### src/core/scbor_consts.svh
// Offsets, field positions, resets and timing counts of the brown-out slice.
`ifndef SCBOR_CONSTS_SVH
`define SCBOR_CONSTS_SVH

// ****************************************************************
// Register byte offsets
// ****************************************************************
`define SCBOR_ADDR_W 12
`define SCBOR_OFS_CAP_ONE 12'h010
`define SCBOR_OFS_CAP_PINS 12'h018
`define SCBOR_OFS_CAP_PORTS 12'h01C
`define SCBOR_OFS_BOR_CTL 12'h030
`define SCBOR_OFS_VREG_CTL 12'h034
`define SCBOR_OFS_SWRST0 12'h040
`define SCBOR_OFS_BO_STATUS 12'h050
`define SCBOR_OFS_BO_MASK 12'h054
`define SCBOR_OFS_RUN_GATE2 12'h108
`define SCBOR_OFS_SLEEP_GATE2 12'h118
`define SCBOR_OFS_DSLEEP_GATE2 12'h128

// ****************************************************************
// Fixed capability words and reset values
// ****************************************************************
`define SCBOR_CAP_ONE_VAL 32'h0000901F
`define SCBOR_CAP_PINS_VAL 32'h810003C0
`define SCBOR_CAP_PORTS_VAL 32'h00000007
`define SCBOR_BOR_CNT_RST 14'h1FFF
`define SCBOR_SWRST0_IMPL 32'h00000008
`define SCBOR_ZERO32 32'h00000000

// ****************************************************************
// Field positions
// ****************************************************************
`define SCBOR_BOR_CNT_HI 15
`define SCBOR_BOR_CNT_LO 2
`define SCBOR_BOR_CNT_W 14
`define SCBOR_BOR_SEL_BIT 1
`define SCBOR_BOR_WAIT_BIT 0
`define SCBOR_VSEL_HI 5
`define SCBOR_VSEL_W 6
`define SCBOR_WDT_BIT 3
`define SCBOR_BO_EVT_BIT 1
`define SCBOR_GATE_W 3

// ****************************************************************
// Timing and bus answers
// ****************************************************************
`define SCBOR_SYS_CLK_KHZ 250000
`define SCBOR_BOOT_OSCILLATOR_KHZ 15000
`define SCBOR_BOOT_OSCILLATOR_DIV (`SCBOR_SYS_CLK_KHZ / `SCBOR_BOOT_OSCILLATOR_KHZ)
`define SCBOR_RESP_OKAY 2'h0
`define SCBOR_RESP_SLVERR 2'h2

`endif

### src/core/scbor_pkg.sv
// Types shared by the brown-out and capability slice.
package scbor_pkg;

  typedef enum logic [3:0] {
    SCBOR_SEL_NONE,
    SCBOR_SEL_CAP_ONE,
    SCBOR_SEL_CAP_PINS,
    SCBOR_SEL_CAP_PORTS,
    SCBOR_SEL_BOR_CTL,
    SCBOR_SEL_VREG_CTL,
    SCBOR_SEL_SWRST0,
    SCBOR_SEL_BO_STATUS,
    SCBOR_SEL_BO_MASK,
    SCBOR_SEL_RUN_GATE2,
    SCBOR_SEL_SLEEP_GATE2,
    SCBOR_SEL_DSLEEP_GATE2
  } scbor_reg_sel_t;

  typedef enum logic [1:0] {
    SCBOR_BO_IDLE,
    SCBOR_BO_WAIT,
    SCBOR_BO_HOLD
  } scbor_bo_state_t;

endpackage

### src/core/scbor_sync2.sv
// Two-flop synchroniser for one asynchronous level.
`timescale 1ns/1ps

module scbor_sync2
(
  input wire logic aclk,
  input wire logic aresetn,
  input wire logic async_in,
  output logic sync_out
);

  logic meta_r;

  always_ff @(posedge aclk)
  begin
    if (!aresetn)
    begin
      meta_r <= 1'b0;
      sync_out <= 1'b0;
    end
    else
    begin
      meta_r <= async_in;
      sync_out <= meta_r;
    end
  end

endmodule

### src/core/scbor_boot_oscillator_timer.sv
// Boot-oscillator tick divider and brown-out debounce down-counter.
`timescale 1ns/1ps
`include "scbor_consts.svh"

module scbor_boot_oscillator_timer
(
  input wire logic aclk,
  input wire logic aresetn,
  input wire logic start,
  input wire logic [`SCBOR_BOR_CNT_W-1:0] load_count,
  output logic expired
);

  localparam int DIV = `SCBOR_BOOT_OSCILLATOR_DIV;

  logic [4:0] div_cnt_r;
  logic tick;
  logic run_r;
  logic [`SCBOR_BOR_CNT_W-1:0] cnt_r;

  assign tick = (div_cnt_r == 5'(DIV - 1));

  // ****************************************************************
  // Boot-oscillator period as a one-cycle enable
  // ****************************************************************
  always_ff @(posedge aclk)
  begin
    if (!aresetn)
      div_cnt_r <= 5'h00;
    else if (tick)
      div_cnt_r <= 5'h00;
    else
      div_cnt_r <= div_cnt_r + 5'h01;
  end

  // ****************************************************************
  // Debounce count
  // ****************************************************************
  // A count of N ends on the N-th tick; a count of zero ends on the first.
  always_ff @(posedge aclk)
  begin
    if (!aresetn)
    begin
      run_r <= 1'b0;
      cnt_r <= '0;
      expired <= 1'b0;
    end
    else
    begin
      expired <= 1'b0;
      if (start)
      begin
        run_r <= 1'b1;
        cnt_r <= load_count;
      end
      else if (run_r && tick)
      begin
        if (cnt_r <= `SCBOR_BOR_CNT_W'(1))
        begin
          run_r <= 1'b0;
          expired <= 1'b1;
        end
        else
          cnt_r <= cnt_r - `SCBOR_BOR_CNT_W'(1);
      end
    end
  end

endmodule

### src/core/scbor_top.sv
// System-control slice: capabilities, brown-out response, regulator, resets.
// Function
// Pin capabilities bit 31 reads one.
// Pin capabilities bit 24 reads one.
// Pin capabilities bits 9 to 6 read one.
// Software leaves reserved bits alone.
// Port capabilities bits 2 to 0 read one.
// Port capabilities mask group-two gating writes.
// Debounce count bits 15:2, reset 0x1FFF.
// Select bit chooses reset or interrupt.
// Wait enabled: count, resample, report if asserted.
// Deasserted resample is noise, nothing reported.
// Wait disabled: report every assertion at once.
// Six-bit voltage select drives regulator input.
// Software uses only listed voltage codes.
// First capability word masks reset-control writes.
// Watchdog reset bit 3; bits 2:0 zero.
// Masked-out write bits are forced to zero.
// Interrupt needs mask set and select clear.
// Watchdog held in reset while bit set.
//
// Chosen here: the AXI4-Lite slave port.
`timescale 1ns/1ps
`include "scbor_consts.svh"

module scbor_top
  import scbor_pkg::*;
(
  input wire logic aclk,
  input wire logic aresetn,
  input wire logic [`SCBOR_ADDR_W-1:0] s_axi_awaddr,
  input wire logic [2:0] s_axi_awprot,
  input wire logic s_axi_awvalid,
  output logic s_axi_awready,
  input wire logic [31:0] s_axi_wdata,
  input wire logic [3:0] s_axi_wstrb,
  input wire logic s_axi_wvalid,
  output logic s_axi_wready,
  output logic [1:0] s_axi_bresp,
  output logic s_axi_bvalid,
  input wire logic s_axi_bready,
  input wire logic [`SCBOR_ADDR_W-1:0] s_axi_araddr,
  input wire logic [2:0] s_axi_arprot,
  input wire logic s_axi_arvalid,
  output logic s_axi_arready,
  output logic [31:0] s_axi_rdata,
  output logic [1:0] s_axi_rresp,
  output logic s_axi_rvalid,
  input wire logic s_axi_rready,
  input wire logic brownout_detector_output,
  output logic brownout_reset_req_r,
  output logic brownout_irq_r,
  output logic [`SCBOR_VSEL_W-1:0] regulator_select_input_r,
  output logic watchdog_reset_r,
  output logic [`SCBOR_GATE_W-1:0] run_gating_group_two_r,
  output logic [`SCBOR_GATE_W-1:0] sleep_gating_group_two_r,
  output logic [`SCBOR_GATE_W-1:0] deepsleep_gating_group_two_r
);

  // ****************************************************************
  // Helpers
  // ****************************************************************
  function automatic scbor_reg_sel_t reg_decode
  (
    input logic [`SCBOR_ADDR_W-1:0] addr
  );
    scbor_reg_sel_t sel;
    case (addr)
      `SCBOR_OFS_CAP_ONE: sel = SCBOR_SEL_CAP_ONE;
      `SCBOR_OFS_CAP_PINS: sel = SCBOR_SEL_CAP_PINS;
      `SCBOR_OFS_CAP_PORTS: sel = SCBOR_SEL_CAP_PORTS;
      `SCBOR_OFS_BOR_CTL: sel = SCBOR_SEL_BOR_CTL;
      `SCBOR_OFS_VREG_CTL: sel = SCBOR_SEL_VREG_CTL;
      `SCBOR_OFS_SWRST0: sel = SCBOR_SEL_SWRST0;
      `SCBOR_OFS_BO_STATUS: sel = SCBOR_SEL_BO_STATUS;
      `SCBOR_OFS_BO_MASK: sel = SCBOR_SEL_BO_MASK;
      `SCBOR_OFS_RUN_GATE2: sel = SCBOR_SEL_RUN_GATE2;
      `SCBOR_OFS_SLEEP_GATE2: sel = SCBOR_SEL_SLEEP_GATE2;
      `SCBOR_OFS_DSLEEP_GATE2: sel = SCBOR_SEL_DSLEEP_GATE2;
      default: sel = SCBOR_SEL_NONE;
    endcase
    return sel;
  endfunction

  // Byte lanes not strobed keep the old value; bits outside the mask
  // are forced to zero whatever was written.
  function automatic logic [31:0] masked_write
  (
    input logic [31:0] old_val,
    input logic [31:0] wdata,
    input logic [3:0] strb,
    input logic [31:0] mask
  );
    logic [31:0] merged;
    merged = old_val;
    for (int i = 0; i < 4; i++)
    begin
      if (strb[i])
        merged[8*i +: 8] = wdata[8*i +: 8];
    end
    return merged & mask;
  endfunction

  // ****************************************************************
  // Register state
  // ****************************************************************
  logic [`SCBOR_BOR_CNT_W-1:0] bo_count_r;
  logic bo_select_r;
  logic bo_wait_en_r;
  logic bo_event_r;
  logic bo_mask_r;
  logic [31:0] bor_ctl_word;
  logic [31:0] vreg_word;
  logic [31:0] swrst0_word;
  logic [31:0] status_word;
  logic [31:0] mask_word;
  logic [31:0] run_gate_word;
  logic [31:0] sleep_gate_word;
  logic [31:0] dsleep_gate_word;

  // ****************************************************************
  // Write channel
  // ****************************************************************
  logic aw_full_r;
  logic w_full_r;
  logic [`SCBOR_ADDR_W-1:0] wr_addr_r;
  logic [31:0] wr_data_r;
  logic [3:0] wr_strb_r;
  logic wr_fire;
  scbor_reg_sel_t wr_sel;

  // Both halves held and no response pending: commit in this cycle.
  assign wr_fire = aw_full_r && w_full_r && !s_axi_bvalid;
  assign wr_sel = reg_decode(wr_addr_r);

  always_ff @(posedge aclk)
  begin
    if (!aresetn)
    begin
      s_axi_awready <= 1'b0;
      aw_full_r <= 1'b0;
      wr_addr_r <= '0;
    end
    else if (s_axi_awvalid && s_axi_awready)
    begin
      s_axi_awready <= 1'b0;
      aw_full_r <= 1'b1;
      wr_addr_r <= s_axi_awaddr;
    end
    else if (wr_fire)
      aw_full_r <= 1'b0;
    else if (!aw_full_r && !s_axi_bvalid)
      s_axi_awready <= 1'b1;
  end

  always_ff @(posedge aclk)
  begin
    if (!aresetn)
    begin
      s_axi_wready <= 1'b0;
      w_full_r <= 1'b0;
      wr_data_r <= '0;
      wr_strb_r <= 4'h0;
    end
    else if (s_axi_wvalid && s_axi_wready)
    begin
      s_axi_wready <= 1'b0;
      w_full_r <= 1'b1;
      wr_data_r <= s_axi_wdata;
      wr_strb_r <= s_axi_wstrb;
    end
    else if (wr_fire)
      w_full_r <= 1'b0;
    else if (!w_full_r && !s_axi_bvalid)
      s_axi_wready <= 1'b1;
  end

  always_ff @(posedge aclk)
  begin
    if (!aresetn)
    begin
      s_axi_bvalid <= 1'b0;
      s_axi_bresp <= `SCBOR_RESP_OKAY;
    end
    else if (wr_fire)
    begin
      s_axi_bvalid <= 1'b1;
      if (wr_sel == SCBOR_SEL_NONE)
        s_axi_bresp <= `SCBOR_RESP_SLVERR;
      else
        s_axi_bresp <= `SCBOR_RESP_OKAY;
    end
    else if (s_axi_bready)
      s_axi_bvalid <= 1'b0;
  end

  // ****************************************************************
  // Read channel
  // ****************************************************************
  logic [31:0] rd_mux;

  always_comb
  begin
    case (reg_decode(s_axi_araddr))
      SCBOR_SEL_CAP_ONE: rd_mux = `SCBOR_CAP_ONE_VAL;
      SCBOR_SEL_CAP_PINS: rd_mux = `SCBOR_CAP_PINS_VAL;
      SCBOR_SEL_CAP_PORTS: rd_mux = `SCBOR_CAP_PORTS_VAL;
      SCBOR_SEL_BOR_CTL: rd_mux = bor_ctl_word;
      SCBOR_SEL_VREG_CTL: rd_mux = vreg_word;
      SCBOR_SEL_SWRST0: rd_mux = swrst0_word;
      SCBOR_SEL_BO_STATUS: rd_mux = status_word;
      SCBOR_SEL_BO_MASK: rd_mux = mask_word;
      SCBOR_SEL_RUN_GATE2: rd_mux = run_gate_word;
      SCBOR_SEL_SLEEP_GATE2: rd_mux = sleep_gate_word;
      SCBOR_SEL_DSLEEP_GATE2: rd_mux = dsleep_gate_word;
      default: rd_mux = `SCBOR_ZERO32;
    endcase
  end

  always_ff @(posedge aclk)
  begin
    if (!aresetn)
    begin
      s_axi_arready <= 1'b0;
      s_axi_rvalid <= 1'b0;
      s_axi_rdata <= '0;
      s_axi_rresp <= `SCBOR_RESP_OKAY;
    end
    else if (s_axi_arvalid && s_axi_arready)
    begin
      s_axi_arready <= 1'b0;
      s_axi_rvalid <= 1'b1;
      s_axi_rdata <= rd_mux;
      if (reg_decode(s_axi_araddr) == SCBOR_SEL_NONE)
        s_axi_rresp <= `SCBOR_RESP_SLVERR;
      else
        s_axi_rresp <= `SCBOR_RESP_OKAY;
    end
    else if (s_axi_rvalid && s_axi_rready)
      s_axi_rvalid <= 1'b0;
    else if (!s_axi_rvalid)
      s_axi_arready <= 1'b1;
  end

  // ****************************************************************
  // Brown-out control register
  // ****************************************************************
  assign bor_ctl_word = {16'h0000, bo_count_r, bo_select_r, bo_wait_en_r};

  always_ff @(posedge aclk)
  begin
    if (!aresetn)
    begin
      bo_count_r <= `SCBOR_BOR_CNT_RST;
      bo_select_r <= 1'b0;
      bo_wait_en_r <= 1'b1;
    end
    else if (wr_fire && wr_sel == SCBOR_SEL_BOR_CTL)
    begin
      bo_count_r <= `SCBOR_BOR_CNT_W'(masked_write(bor_ctl_word, wr_data_r,
        wr_strb_r, 32'h0000FFFF) >> `SCBOR_BOR_CNT_LO);
      bo_select_r <= 1'(masked_write(bor_ctl_word, wr_data_r, wr_strb_r,
        32'h0000FFFF) >> `SCBOR_BOR_SEL_BIT);
      bo_wait_en_r <= 1'(masked_write(bor_ctl_word, wr_data_r, wr_strb_r,
        32'h0000FFFF) >> `SCBOR_BOR_WAIT_BIT);
    end
  end

  // ****************************************************************
  // Regulator voltage select
  // ****************************************************************
  // Reserved codes are stored and driven as written; keeping to the
  // listed codes is the job of software.
  assign vreg_word = {26'h0000000, regulator_select_input_r};

  always_ff @(posedge aclk)
  begin
    if (!aresetn)
      regulator_select_input_r <= 6'h00;
    else if (wr_fire && wr_sel == SCBOR_SEL_VREG_CTL)
      regulator_select_input_r <= `SCBOR_VSEL_W'(masked_write(vreg_word,
        wr_data_r, wr_strb_r, 32'h0000003F));
  end

  // ****************************************************************
  // Software reset control zero
  // ****************************************************************
  assign swrst0_word = {28'h0000000, watchdog_reset_r, 3'h0};

  always_ff @(posedge aclk)
  begin
    if (!aresetn)
      watchdog_reset_r <= 1'b0;
    else if (wr_fire && wr_sel == SCBOR_SEL_SWRST0)
      watchdog_reset_r <= 1'(masked_write(swrst0_word, wr_data_r, wr_strb_r,
        `SCBOR_CAP_ONE_VAL & `SCBOR_SWRST0_IMPL) >> `SCBOR_WDT_BIT);
  end

  // ****************************************************************
  // Clock gating group two
  // ****************************************************************
  assign run_gate_word = {29'h00000000, run_gating_group_two_r};
  assign sleep_gate_word = {29'h00000000, sleep_gating_group_two_r};
  assign dsleep_gate_word = {29'h00000000, deepsleep_gating_group_two_r};

  always_ff @(posedge aclk)
  begin
    if (!aresetn)
      run_gating_group_two_r <= 3'h0;
    else if (wr_fire && wr_sel == SCBOR_SEL_RUN_GATE2)
      run_gating_group_two_r <= `SCBOR_GATE_W'(masked_write(run_gate_word,
        wr_data_r, wr_strb_r, `SCBOR_CAP_PORTS_VAL));
  end

  always_ff @(posedge aclk)
  begin
    if (!aresetn)
      sleep_gating_group_two_r <= 3'h0;
    else if (wr_fire && wr_sel == SCBOR_SEL_SLEEP_GATE2)
      sleep_gating_group_two_r <= `SCBOR_GATE_W'(masked_write(sleep_gate_word,
        wr_data_r, wr_strb_r, `SCBOR_CAP_PORTS_VAL));
  end

  always_ff @(posedge aclk)
  begin
    if (!aresetn)
      deepsleep_gating_group_two_r <= 3'h0;
    else if (wr_fire && wr_sel == SCBOR_SEL_DSLEEP_GATE2)
      deepsleep_gating_group_two_r <= `SCBOR_GATE_W'(masked_write(
        dsleep_gate_word, wr_data_r, wr_strb_r, `SCBOR_CAP_PORTS_VAL));
  end

  // ****************************************************************
  // Brown-out detection
  // ****************************************************************
  logic det_sync;
  logic timer_start;
  logic timer_expired;
  logic confirm;
  scbor_bo_state_t bo_state_r;

  scbor_sync2 u_det_sync
  (
    .aclk(aclk),
    .aresetn(aresetn),
    .async_in(brownout_detector_output),
    .sync_out(det_sync)
  );

  scbor_boot_oscillator_timer u_boot_oscillator_timer
  (
    .aclk(aclk),
    .aresetn(aresetn),
    .start(timer_start),
    .load_count(bo_count_r),
    .expired(timer_expired)
  );

  assign timer_start = (bo_state_r == SCBOR_BO_IDLE) && det_sync
    && bo_wait_en_r;

  always_comb
  begin
    case (bo_state_r)
      SCBOR_BO_IDLE: confirm = det_sync && !bo_wait_en_r;
      SCBOR_BO_WAIT: confirm = timer_expired && det_sync;
      default: confirm = 1'b0;
    endcase
  end

  // After a report the detector must drop before a new event is counted,
  // so a long brown-out is reported once and not on every cycle.
  always_ff @(posedge aclk)
  begin
    if (!aresetn)
      bo_state_r <= SCBOR_BO_IDLE;
    else
    begin
      case (bo_state_r)
        SCBOR_BO_IDLE:
        begin
          if (timer_start)
            bo_state_r <= SCBOR_BO_WAIT;
          else if (confirm)
            bo_state_r <= SCBOR_BO_HOLD;
        end
        SCBOR_BO_WAIT:
        begin
          if (confirm)
            bo_state_r <= SCBOR_BO_HOLD;
          else if (timer_expired)
            bo_state_r <= SCBOR_BO_IDLE;
        end
        SCBOR_BO_HOLD:
        begin
          if (!det_sync)
            bo_state_r <= SCBOR_BO_IDLE;
        end
        default: bo_state_r <= SCBOR_BO_IDLE;
      endcase
    end
  end

  always_ff @(posedge aclk)
  begin
    if (!aresetn)
      brownout_reset_req_r <= 1'b0;
    else
      brownout_reset_req_r <= confirm && bo_select_r;
  end

  // ****************************************************************
  // Brown-out event status and interrupt mask
  // ****************************************************************
  assign status_word = {30'h00000000, bo_event_r, 1'b0};
  assign mask_word = {30'h00000000, bo_mask_r, 1'b0};

  // Writing one clears the event; a new event in the same cycle wins.
  always_ff @(posedge aclk)
  begin
    if (!aresetn)
      bo_event_r <= 1'b0;
    else if (confirm && !bo_select_r)
      bo_event_r <= 1'b1;
    else if (wr_fire && wr_sel == SCBOR_SEL_BO_STATUS
      && wr_strb_r[0] && wr_data_r[`SCBOR_BO_EVT_BIT])
      bo_event_r <= 1'b0;
  end

  always_ff @(posedge aclk)
  begin
    if (!aresetn)
      bo_mask_r <= 1'b0;
    else if (wr_fire && wr_sel == SCBOR_SEL_BO_MASK)
      bo_mask_r <= 1'(masked_write(mask_word, wr_data_r, wr_strb_r,
        32'h00000002) >> `SCBOR_BO_EVT_BIT);
  end

  always_ff @(posedge aclk)
  begin
    if (!aresetn)
      brownout_irq_r <= 1'b0;
    else
      brownout_irq_r <= bo_event_r && bo_mask_r && !bo_select_r;
  end

endmodule

### config.mk
export PLATFORM = sky130hd
export DESIGN_NAME = scbor_top
export DESIGN_NICKNAME = d
export VERILOG_FILES = /design/src/core/scbor_pkg.sv /design/src/core/scbor_sync2.sv /design/src/core/scbor_boot_oscillator_timer.sv /design/src/core/scbor_top.sv
export VERILOG_INCLUDE_DIRS = /design/src /design/src/core
export SDC_FILE = /design/constraint.sdc
export NUM_CORES = 1
export LEC_CHECK = 0
export BUFFER_PORTS_ARGS = -buffer_cell sky130_fd_sc_hd__buf_2
export CORE_MARGIN = 1.5
export CORE_UTILIZATION = 58
export DETAILED_ROUTE_END_ITERATION = 6
export GPL_TIMING_DRIVEN = 0
export HOLD_SLACK_MARGIN = 0.08
export PLACE_DENSITY_LB_ADDON = 0.15
export SLEW_MARGIN = 30
export SYNTH_ARGS = -nofsm -noshare
export SYNTH_HDL_FRONTEND = slang
export SYNTH_HIERARCHICAL = 1
export SYNTH_SLANG_ARGS = --single-unit
### constraint.sdc
create_clock -name aclk -period 5.4 [get_ports aclk]
set_input_delay 0 -clock aclk [delete_from_list [all_inputs] [get_ports aclk]]
set_output_delay 0 -clock aclk [all_outputs]
set_load 0.05 [all_outputs]
Word-level counts from Yosys, hierarchy flattened
Cells that the tools add are included.
{"block": "classes", "add_sub_neg": 2, "order_cmp": 1, "eq_ne": 48, "n_mux": 30, "n_bitwise": 5, "n_reduce_logical": 61}
{"op": "$pmux 32 s11", "n": 1}
{"op": "$pmux 4 s11", "n": 2}
{"op": "$eq 12x5->1 const B", "n": 6}
{"op": "$eq 12x7->1 const B", "n": 6}
{"op": "$eq 12x9->1 const B", "n": 6}
{"op": "$eq 12x6->1 const B", "n": 4}
{"op": "$mux 14", "n": 3}
{"op": "$eq 4x3->1 const B", "n": 8}
{"op": "$eq 4x4->1 const B", "n": 8}
{"op": "$logic_and 1x1->1", "n": 27}
{"op": "$reduce_and 2->1", "n": 13}
{"op": "$le 14x1->1 const B", "n": 1}
{"op": "$mux 2", "n": 7}
{"op": "$reduce_bool 2->1", "n": 7}
{"op": "$sub 14x1->14 const B", "n": 1}
{"op": "$mux 1", "n": 13}
{"op": "$eq 4x2->1 const B", "n": 2}
{"op": "$logic_not 4->1", "n": 2}
{"op": "$mux 4", "n": 2}
{"op": "$reduce_or 2->1", "n": 4}
{"op": "$pmux 2 s3", "n": 1}
{"op": "$add 5x1->5 const B", "n": 1}
{"op": "$eq 5x4->1 const B", "n": 1}
{"op": "$logic_not 1->1", "n": 5}
{"op": "other kinds (11)", "n": 16}
{"block": "totals", "register_bits": 134, "inputBits": 74, "wordCells": 180}

Logic depth before layout (Yosys ltp)
Gate-level depths: netlist of the first run.
{"block": "depth", "depth_word": 8, "depth_mapped": 12, "depth_no_buf": 11}

Hierarchy
The synthesis of the first run kept the hierarchy.
{"mod": "scbor_top", "instances": 1, "cells_per_inst": 511, "area_per_inst_um2": 4275.4, "seq_area_each_um2": 1881.8}
{"mod": "scbor_boot_oscillator_timer", "instances": 1, "cells_per_inst": 136, "area_per_inst_um2": 1143.6, "seq_area_each_um2": 420.4}
{"mod": "scbor_sync2", "instances": 1, "cells_per_inst": 4, "area_per_inst_um2": 52.6, "seq_area_each_um2": 40.0}

Worst setup path before layout of the first run
OpenSTA, ideal clock, no wires.
{"block": "synth_path", "path_type": "input to register", "start": "input port s_axi_araddr[6]", "end": "register s_axi_rdata[5]", "setup_ps": 123, "arrival_time_ps": 2535, "t_required_ps": 5277, "setup_slack_ps": 2742, "cell_stages": 11, "cell_sequence": "clkbuf_1 > nor4bb_1 > a41oi_1 > or4b_2 > ha_1 > o31ai_1 > o211ai_1 > and4_1 > buf_2 > a222oi_1 > inv_1"}
{"block": "synth_via", "elab_chain_cells": 4, "word_cells_on_any_way": 24, "classes_between": "eq/ne: 22; mux: 2"}
{"item": "from (decl)", "line": "scbor_top.sv:42", "source": "input wire logic [`SCBOR_ADDR_W-1:0] s_axi_araddr,"}
{"item": "$eq 12x9->1, or another cell as far along", "line": "scbor_top.sv:68", "source": "case (addr)"}
{"item": "$pmux 4 s11 *", "line": "scbor_top.sv:68"}
{"item": "$eq 4x4->1, or another cell as far along", "line": "scbor_top.sv:204", "source": "case (reg_decode(s_axi_araddr))"}
{"item": "$pmux 32 s11 *", "line": "scbor_top.sv:204"}
{"item": "to (signal assigned)", "line": "scbor_top.sv:233", "source": "s_axi_rdata <= rd_mux;"}
{"item": "to (decl)", "line": "scbor_top.sv:46", "source": "output logic [31:0] s_axi_rdata,"}
Every way passes the cells marked *; elsewhere a longest branch is shown, timed or not.
A chain may end at the register's enable or synchronous reset.

Worst setup path in the final report of the first run
{"block": "layout_path", "start": "input port s_axi_araddr[6]", "end": "register s_axi_rdata[3]"}
The elaborated chain is that of the path after synthesis.

==> results.toml, run 1 <==
[run_status]
outcome = "finished clean"

[sta]
final.setup.tns_ns = 0
setup_slack_ns = 2.69
finalCritPeriodShare_pct = 50.3
final.min_clock_period_ns = 2.71
worst_pin_slew_ns = 0.846
highest_clock_rate_mhz = 368
timing.final.hold_violations = 0
relSlewSlack_pct = 43.1
drv_slew = 0
report.final.setup_viol = 0
worst_setup_skew_after_layout_ns = 0.0107
setup_repair_after_global_routing_missed_its_margin = "false"

[cells_and_area]
fin_util_pct = 78.8
drive_above_1_share_pct = 20.0
number_of_nets_at_the_end_of_the_flow = 910
area.growth.synth_to_final_pct = 32.4
insertedDiodeCount = 0

[drt]
num_vias = 5574
avgRoutedWirePerCell_microns = 16.7
drt-total-wl_mm = 15.9
route.detailed.vias_per_inst = 5.85
drc_errors = 0
drtIter0Drc = 373
ant_nets = 0
detail_route.first_pass.iterations = 6

[clock_network]
clock_tree.buffer_depth = 2
cts_sinks = 117
clk_transition_reported_paths_ns = 0.06
cts.htree.levels = 4
cts_tree = "yes"
cts.root.buffer_cell = "sky130_fd_sc_hd__clkbuf_8"
cts.repair.resized = 0
worst_skew_pair.late_latency_ns = 0.53
cts_made_buffers = 17

[critical_path]
timing.critical_path.arrival_ns = 3.16
crit_required_ns = 5.85
endpoint_kind = "flip-flop"
timing_worst_setup_path_type = "in2reg"
timing.critical_path.from_type = "input port"
worst-path-max-fanout = 10

[grt]
grt_max_degree = 17
globalRouteOverflowTotal = 0
grt_pass1_wl_mm = 25.6
grt.total_usage_pct = 32.2
grt_pass1_vias = 5305
antenna_found_initial = 0

[place]
place_ws_ns = 2.21
io_buffer_count = 91
gp_congestion = 0.921
post-dp-hpwl_mm = 10.2

[floorplanning]
die-width_microns = 100
core_region_area_sq_um = 9200
rows = 35
die-height_microns = 100
starting_density_pct = 59.5
floorplan.die_area_sq_um = 10000
design.portCount = 133

[logic_synthesis]
synthTopCellsByArea = "sky130_fd_sc_hd__dfxtp_1, sky130_fd_sc_hd__nand2_1, sky130_fd_sc_hd__a21oi_1"
asyncSetResetFlopFracSynth_pct = 0
synth-seq-cells = 117
yosys_warnings = 6
synth_edf_count = 0
yosys_most_used_dff = "sky130_fd_sc_hd__dfxtp_1"
syn_inst = 651
post_synth_instance_area_sq_um = 5470
seq_area_frac_synth_pct = 42.8
synthDistinctLibCells = 79
synth_top_cell_by_area = "sky130_fd_sc_hd__dfxtp_1"
synth_area_per_cell_sq_um = 8.40
synth_largest_type_area_fraction_pct = 42.8

[power_and_ir_drop]
power_leakage_nw = 3.19
p_per_area_nw_per_um2 = 318
vdd_drop_max_mv = 0.219

[job]
cap_viol_max_count = 0

[min_path]
timing.hold.worst.class = "in2reg"
==> flip-flops by register name, summed over array words and instances (netlist names), 2 cells and up <==
register and cells:
sleep_gating_group_two_r 3, bo_state_r 2, u_boot_oscillator_timer/cnt_r 14, run_gating_group_two_r 3, wr_addr_r 12, bo_count_r 14
wr_strb_r 2, wr_data_r 16, s_axi_rdata 17, u_boot_oscillator_timer/div_cnt_r 5, regulator_select_input_r 6, deepsleep_gating_group_two_r 3
==> cells in the mapped netlist (all sizes together), types with 8 or more instances <==
cell	n
a21oi	62
a22o	8
and2	9
buf	23
clkbuf	21
dfxtp	117
inv	20
mux2i	23
nand2	116
nand3	23
nor2	40
nor3	22
nor4	11
o21ai	29
==> final cells by class <==
class / count / area [sq um]
Multi-Input combinational cell: 483 / 2850
Sequential cell: 117 / 2340
Fill cell: 620 / 1950
Timing Repair Buffer: 144 / 986
Clock buffer: 18 / 428
Buffer: 45 / 259
Clock inverter: 14 / 165
Tap cell: 111 / 139
Inverter: 21 / 78.8
==> placed cells by master (no fill, tap or decap), types with 4 or more instances in the layout <==
| cell type | instances |
|---|---|
| sky130_fd_sc_hd__xor2_1 | 4 |
| sky130_fd_sc_hd__nand3_1 | 23 |
| sky130_fd_sc_hd__clkbuf_16 | 16 |
| sky130_fd_sc_hd__inv_1 | 19 |
| sky130_fd_sc_hd__a21oi_1 | 62 |
| sky130_fd_sc_hd__o21ai_0 | 29 |
| sky130_fd_sc_hd__nor4_1 | 11 |
| sky130_fd_sc_hd__nor3_1 | 20 |
| sky130_fd_sc_hd__inv_6 | 6 |
| sky130_fd_sc_hd__o31ai_1 | 4 |
| sky130_fd_sc_hd__o211ai_1 | 4 |
| sky130_fd_sc_hd__and3_1 | 7 |
| sky130_fd_sc_hd__nand2_1 | 114 |
| sky130_fd_sc_hd__mux2i_1 | 23 |
| sky130_fd_sc_hd__nor2b_1 | 5 |
| sky130_fd_sc_hd__conb_1 | 16 |
| sky130_fd_sc_hd__a22o_1 | 8 |
| sky130_fd_sc_hd__and2_1 | 9 |
| sky130_fd_sc_hd__a31oi_1 | 5 |
| sky130_fd_sc_hd__dfxtp_1 | 117 |
| sky130_fd_sc_hd__a211o_1 | 4 |
| sky130_fd_sc_hd__buf_2 | 94 |
| sky130_fd_sc_hd__ha_1 | 7 |
| sky130_fd_sc_hd__a221o_1 | 4 |
| sky130_fd_sc_hd__clkbuf_1 | 20 |
| sky130_fd_sc_hd__buf_4 | 17 |
| sky130_fd_sc_hd__dlygate4sd3_1 | 53 |
| sky130_fd_sc_hd__nor2_1 | 40 |
| sky130_fd_sc_hd__xnor2_1 | 7 |
| sky130_fd_sc_hd__or4_4 | 4 |
| sky130_fd_sc_hd__or3_1 | 4 |
==> logic make-up (layout without fill, tap and decap cells) <==
| family | count (synthesis) | after routing | synth area share [%] |
|---|---|---|---|
| compound gates | 152 | 152 | 17.9 |
| mux | 24 | 24 | 4.41 |
| simple gates | 273 | 273 | 25.2 |
| fa+ha+maj | 7 | 7 | 1.60 |
| flops | 117 | 117 | 42.8 |
| xor+xnor | 11 | 11 | 1.76 |
| other cells | 1 | 16 | 0.0685 |
| buf+inv | 66 | 242 | 6.17 |
==> worst max-delay path, cell delays in order <==
cell                        delay (ns)
sky130_fd_sc_hd__clkbuf_1         0.17
sky130_fd_sc_hd__nor4bb_1         0.51
sky130_fd_sc_hd__a41oi_1          0.10
sky130_fd_sc_hd__or4b_2           0.72
sky130_fd_sc_hd__ha_1             0.29
sky130_fd_sc_hd__o31ai_1          0.13
sky130_fd_sc_hd__o211ai_1         0.23
sky130_fd_sc_hd__nor4_1           0.68
sky130_fd_sc_hd__a21oi_1          0.09
sky130_fd_sc_hd__a2bb2oi_1        0.17
sky130_fd_sc_hd__o21ai_0          0.07
==> per-stage QoR <==
stage          power, mW  hold WS, ns  instances  area [sq um]
4_1_cts             2.28        0.135        953          7250
5_1_grt             2.37        0.199        953          7250
3_5_place_dp        1.16        0.236        868          6120
2_1_floorplan       1.09        0.122        666          5530
3_3_place_gp        1.15        0.213        868          6120
6_report            2.31        0.143        953          7250
==> final timing paths <==
check / startpoint / end / slack (ns) / cells after the start
worst min register to register: u_boot_oscillator_timer/div_cnt_r[0]$_SDFF_PP0_ / u_boot_oscillator_timer/div_cnt_r[0]$_SDFF_PP0_ / 0.45 / 1
worst max register to register: wr_addr_r[11]$_SDFFE_PN0P_ / bo_count_r[5]$_SDFFE_PN1P_ / 2.76 / 7
worst max-delay path: s_axi_araddr[6] / s_axi_rdata[3]$_SDFFE_PN0P_ / 2.69 / 11
worst min-delay path: s_axi_araddr[1] / s_axi_rdata[3]$_SDFFE_PN0P_ / 0.14 / 6
==> power breakdown <==
part,switching (mW),internal [mW],total [mW]
sequential,0.0241,0.889,0.913
clock,0.443,0.682,1.12
combinational,0.163,0.105,0.268
total,0.630,1.68,2.31
==> metal layers <==
| layer | vias to the layer above | track usage [%] | part of all wire (%) |
|---|---|---|---|
| met5 | - | 0 | 0 |
| met4 | 0 | 11.2 | 2.3 |
| met3 | 40 | 6.69 | 6.6 |
| met2 | 264 | 55.0 | 48 |
| met1 | 2616 | 40.5 | 43 |
| li1 | 2654 | - | - |
==> what timing repair did <==
item | CTS | global route
hold endpoints to repair | 54 | 0
hold buffers | 53 | 0
buffers inserted | 0 | 0
(Power assumes the default switching activity.)
==> run 2: changes to the inputs <==
--- a/config.mk
+++ b/config.mk
@@ -8,7 +8,7 @@
 export LEC_CHECK = 0
 export BUFFER_PORTS_ARGS = -buffer_cell sky130_fd_sc_hd__buf_2
 export CORE_MARGIN = 1.5
-export CORE_UTILIZATION = 58
+export CORE_UTILIZATION = 54
 export DETAILED_ROUTE_END_ITERATION = 6
 export GPL_TIMING_DRIVEN = 0
 export HOLD_SLACK_MARGIN = 0.08
==> constraint.sdc (replaced) <==
create_clock -name aclk -period 2.72 [get_ports aclk]
set_input_delay 0 -clock aclk [delete_from_list [all_inputs] [get_ports aclk]]
set_output_delay 0 -clock aclk [all_outputs]
set_load 0.05 [all_outputs]
==> results.toml, run 2 (synthesis gave the netlist of run 1 again) <==
[run_status]
outcome = "finished clean"

[critical_path]
timing.critical_path.from_type = "flip-flop"
crit_required_ns = 3.11
timing.critical_path.arrival_ns = 2.91
critical_path_buf_inv_count = 0
endpoint_kind = "flip-flop"
timing_worst_setup_path_type = "reg2reg"
critical_path.cell_chain = "or4_4, or4_1, a22o_1, or2_4, nor3_4, mux2i_1, nor2_1"
worst_path_max_delay_cell = "sky130_fd_sc_hd__or4_4"
critical-path-max-stage-delay_ns = 0.56
critPathTopFamily = "simple AND/OR/NAND/NOR gates"
worst-path-max-fanout = 5

[cells_and_area]
largest_register_ffs = 17
top_regs = "s_axi_rdata (17), wr_data_r (16)"
insertedDiodeCount = 0
final_cell_mix = "sky130_fd_sc_hd__dfxtp_1, sky130_fd_sc_hd__nand2_1, sky130_fd_sc_hd__buf_2"
number_of_nets_at_the_end_of_the_flow = 912
design_area_sq_um = 7310
post_layout_nonfiller_instances = 977
area_occupied_by_registers_sq_um = 2340
largest-register = "s_axi_rdata"
layout.filler_cells = 735
drive_above_1_share_pct = 20.5
area.growth.synth_to_final_pct = 33.6
multi_input_area_sq_um = 2870
mostFrequentLayoutCell = "sky130_fd_sc_hd__dfxtp_1"

[sta]
worst_pin_slew_ns = 0.681
worst_setup_skew_after_layout_ns = 0.00579
drv_slew = 0
finalCritPeriodShare_pct = 92.8
relSlewSlack_pct = 54.2
report.final.setup_viol = 0
final.min_clock_period_ns = 2.52
setup_repair_after_global_routing_missed_its_margin = "false"
hold-worst-slack_ns = 0.148
timing.final.hold_violations = 0
highest_clock_rate_mhz = 396

[floorplanning]
die-height_microns = 104
die-width_microns = 104
core_region_area_sq_um = 9820
starting_density_pct = 55.7
rows = 36
design.portCount = 133
floorplan.die_area_sq_um = 10700

[clock_network]
cts_tree = "yes"
cts_sinks = 117
clock_tree.buffer_depth = 2
cts.htree.levels = 4
cts.root.buffer_cell = "sky130_fd_sc_hd__clkbuf_8"
clk_transition_reported_paths_ns = 0.06
worst_skew_pair.late_latency_ns = 0.53
cts_made_buffers = 17

[place]
gp_congestion = 0.923
dpl-instance-area_sq_um = 6150
io_buffer_count = 91
post-dp-hpwl_mm = 10.3
dpl.cell_count = 890

[grt]
antenna_found_initial = 0
grt_pass1_wl_mm = 25.8
globalRouteOverflowTotal = 0
grt_pass1_vias = 5320
grt.total_usage_pct = 29.6
grt_max_degree = 17

[drt]
avgRoutedWirePerCell_microns = 15.8
detail_route.first_pass.iterations = 5
route.detailed.vias_per_inst = 5.65
drtIter0Drc = 349
drt-total-wl_mm = 15.5
drc_errors = 0
ant_nets = 0
num_vias = 5520

[power_and_ir_drop]
power_leakage_nw = 3.19
fin_total_pwr_mw = 4.53
p_per_area_nw_per_um2 = 620
vdd_drop_max_mv = 0.413

[min_path]
timing.hold.worst.class = "in2reg"

[job]
cap_viol_max_count = 0
[run 2: cell count changes in the layout (fill, tap and decap cells not counted), sizes merged]
cell	before	now
buf	114	116
inv	27	24
clkinv	4	2
clkinvlp	2	6
clkbuf	39	40
[run 2: routing by layer]
metal,up-vias,share of wire [%],track usage (%)
met3,23,7.4,8.43
met1,2609,43,36.4
met2,242,48,50.2
li1,2646,-,-
met5,-,0,0
met4,0,1.4,9.03
[run 2: worst paths after layout]
check,end,start,depth (start not counted),slack (ns)
max,run_gating_group_two_r[1]$_SDFFE_PN0P_,wr_addr_r[11]$_SDFFE_PN0P_,7,0.20
min,s_axi_rdata[3]$_SDFFE_PN0P_,s_axi_araddr[0],6,0.15
max reg2reg,run_gating_group_two_r[1]$_SDFFE_PN0P_,wr_addr_r[11]$_SDFFE_PN0P_,7,0.20
min reg2reg,u_det_sync/sync_out$_SDFF_PN0_,u_det_sync/meta_r$_SDFF_PN0_,1,0.44
[run 2: area by class of cell]
type / count / area share, %
multi-input cells: 483 / 39.3
flip-flops and latches: 117 / 32.0
repair buffers: 146 / 13.7
clock buffers: 19 / 6.04
plain buffers: 45 / 3.54
well taps: 133 / 2.28
clock inverters: 13 / 1.99
inverters: 21 / 1.08
[run 2: where the power goes]
part           internal, mW  switching, mW
registers              1.76         0.0463
logic                 0.209          0.323
clock network          1.36          0.829
total                  3.33           1.20
[run 2: repair_timing]
| action | in CTS | in global routing |
|---|---|---|
| gates resized for setup | 0 | 4 |
| buffers inserted | 0 | 2 |
| endpoints found under the setup margin | 0 | 33 |
| hold endpoints to repair | 53 | 0 |
| hold buffers | 53 | 0 |
[run 2: worst reg2reg max path, delay by kind of cell, from the launching register on]
family          cells  cell delay [ns]
simple gates        5             1.58
flops               1             0.34
mux                 1             0.24
compound gates      1             0.23
[run 2: through the flow]
stage | setup TNS (ns) | utilization (%) | setup slack (ns)
finish | 0 | 74.4 | 0.197
global route | 0 | 74.4 | 0.00801
CTS | 0 | 74.0 | 0.0496
detailed placement | -4.65 | 62.6 | -0.475
global placement | -3.51 | 62.6 | -0.418
floorplan | 0 | - | 0.0624
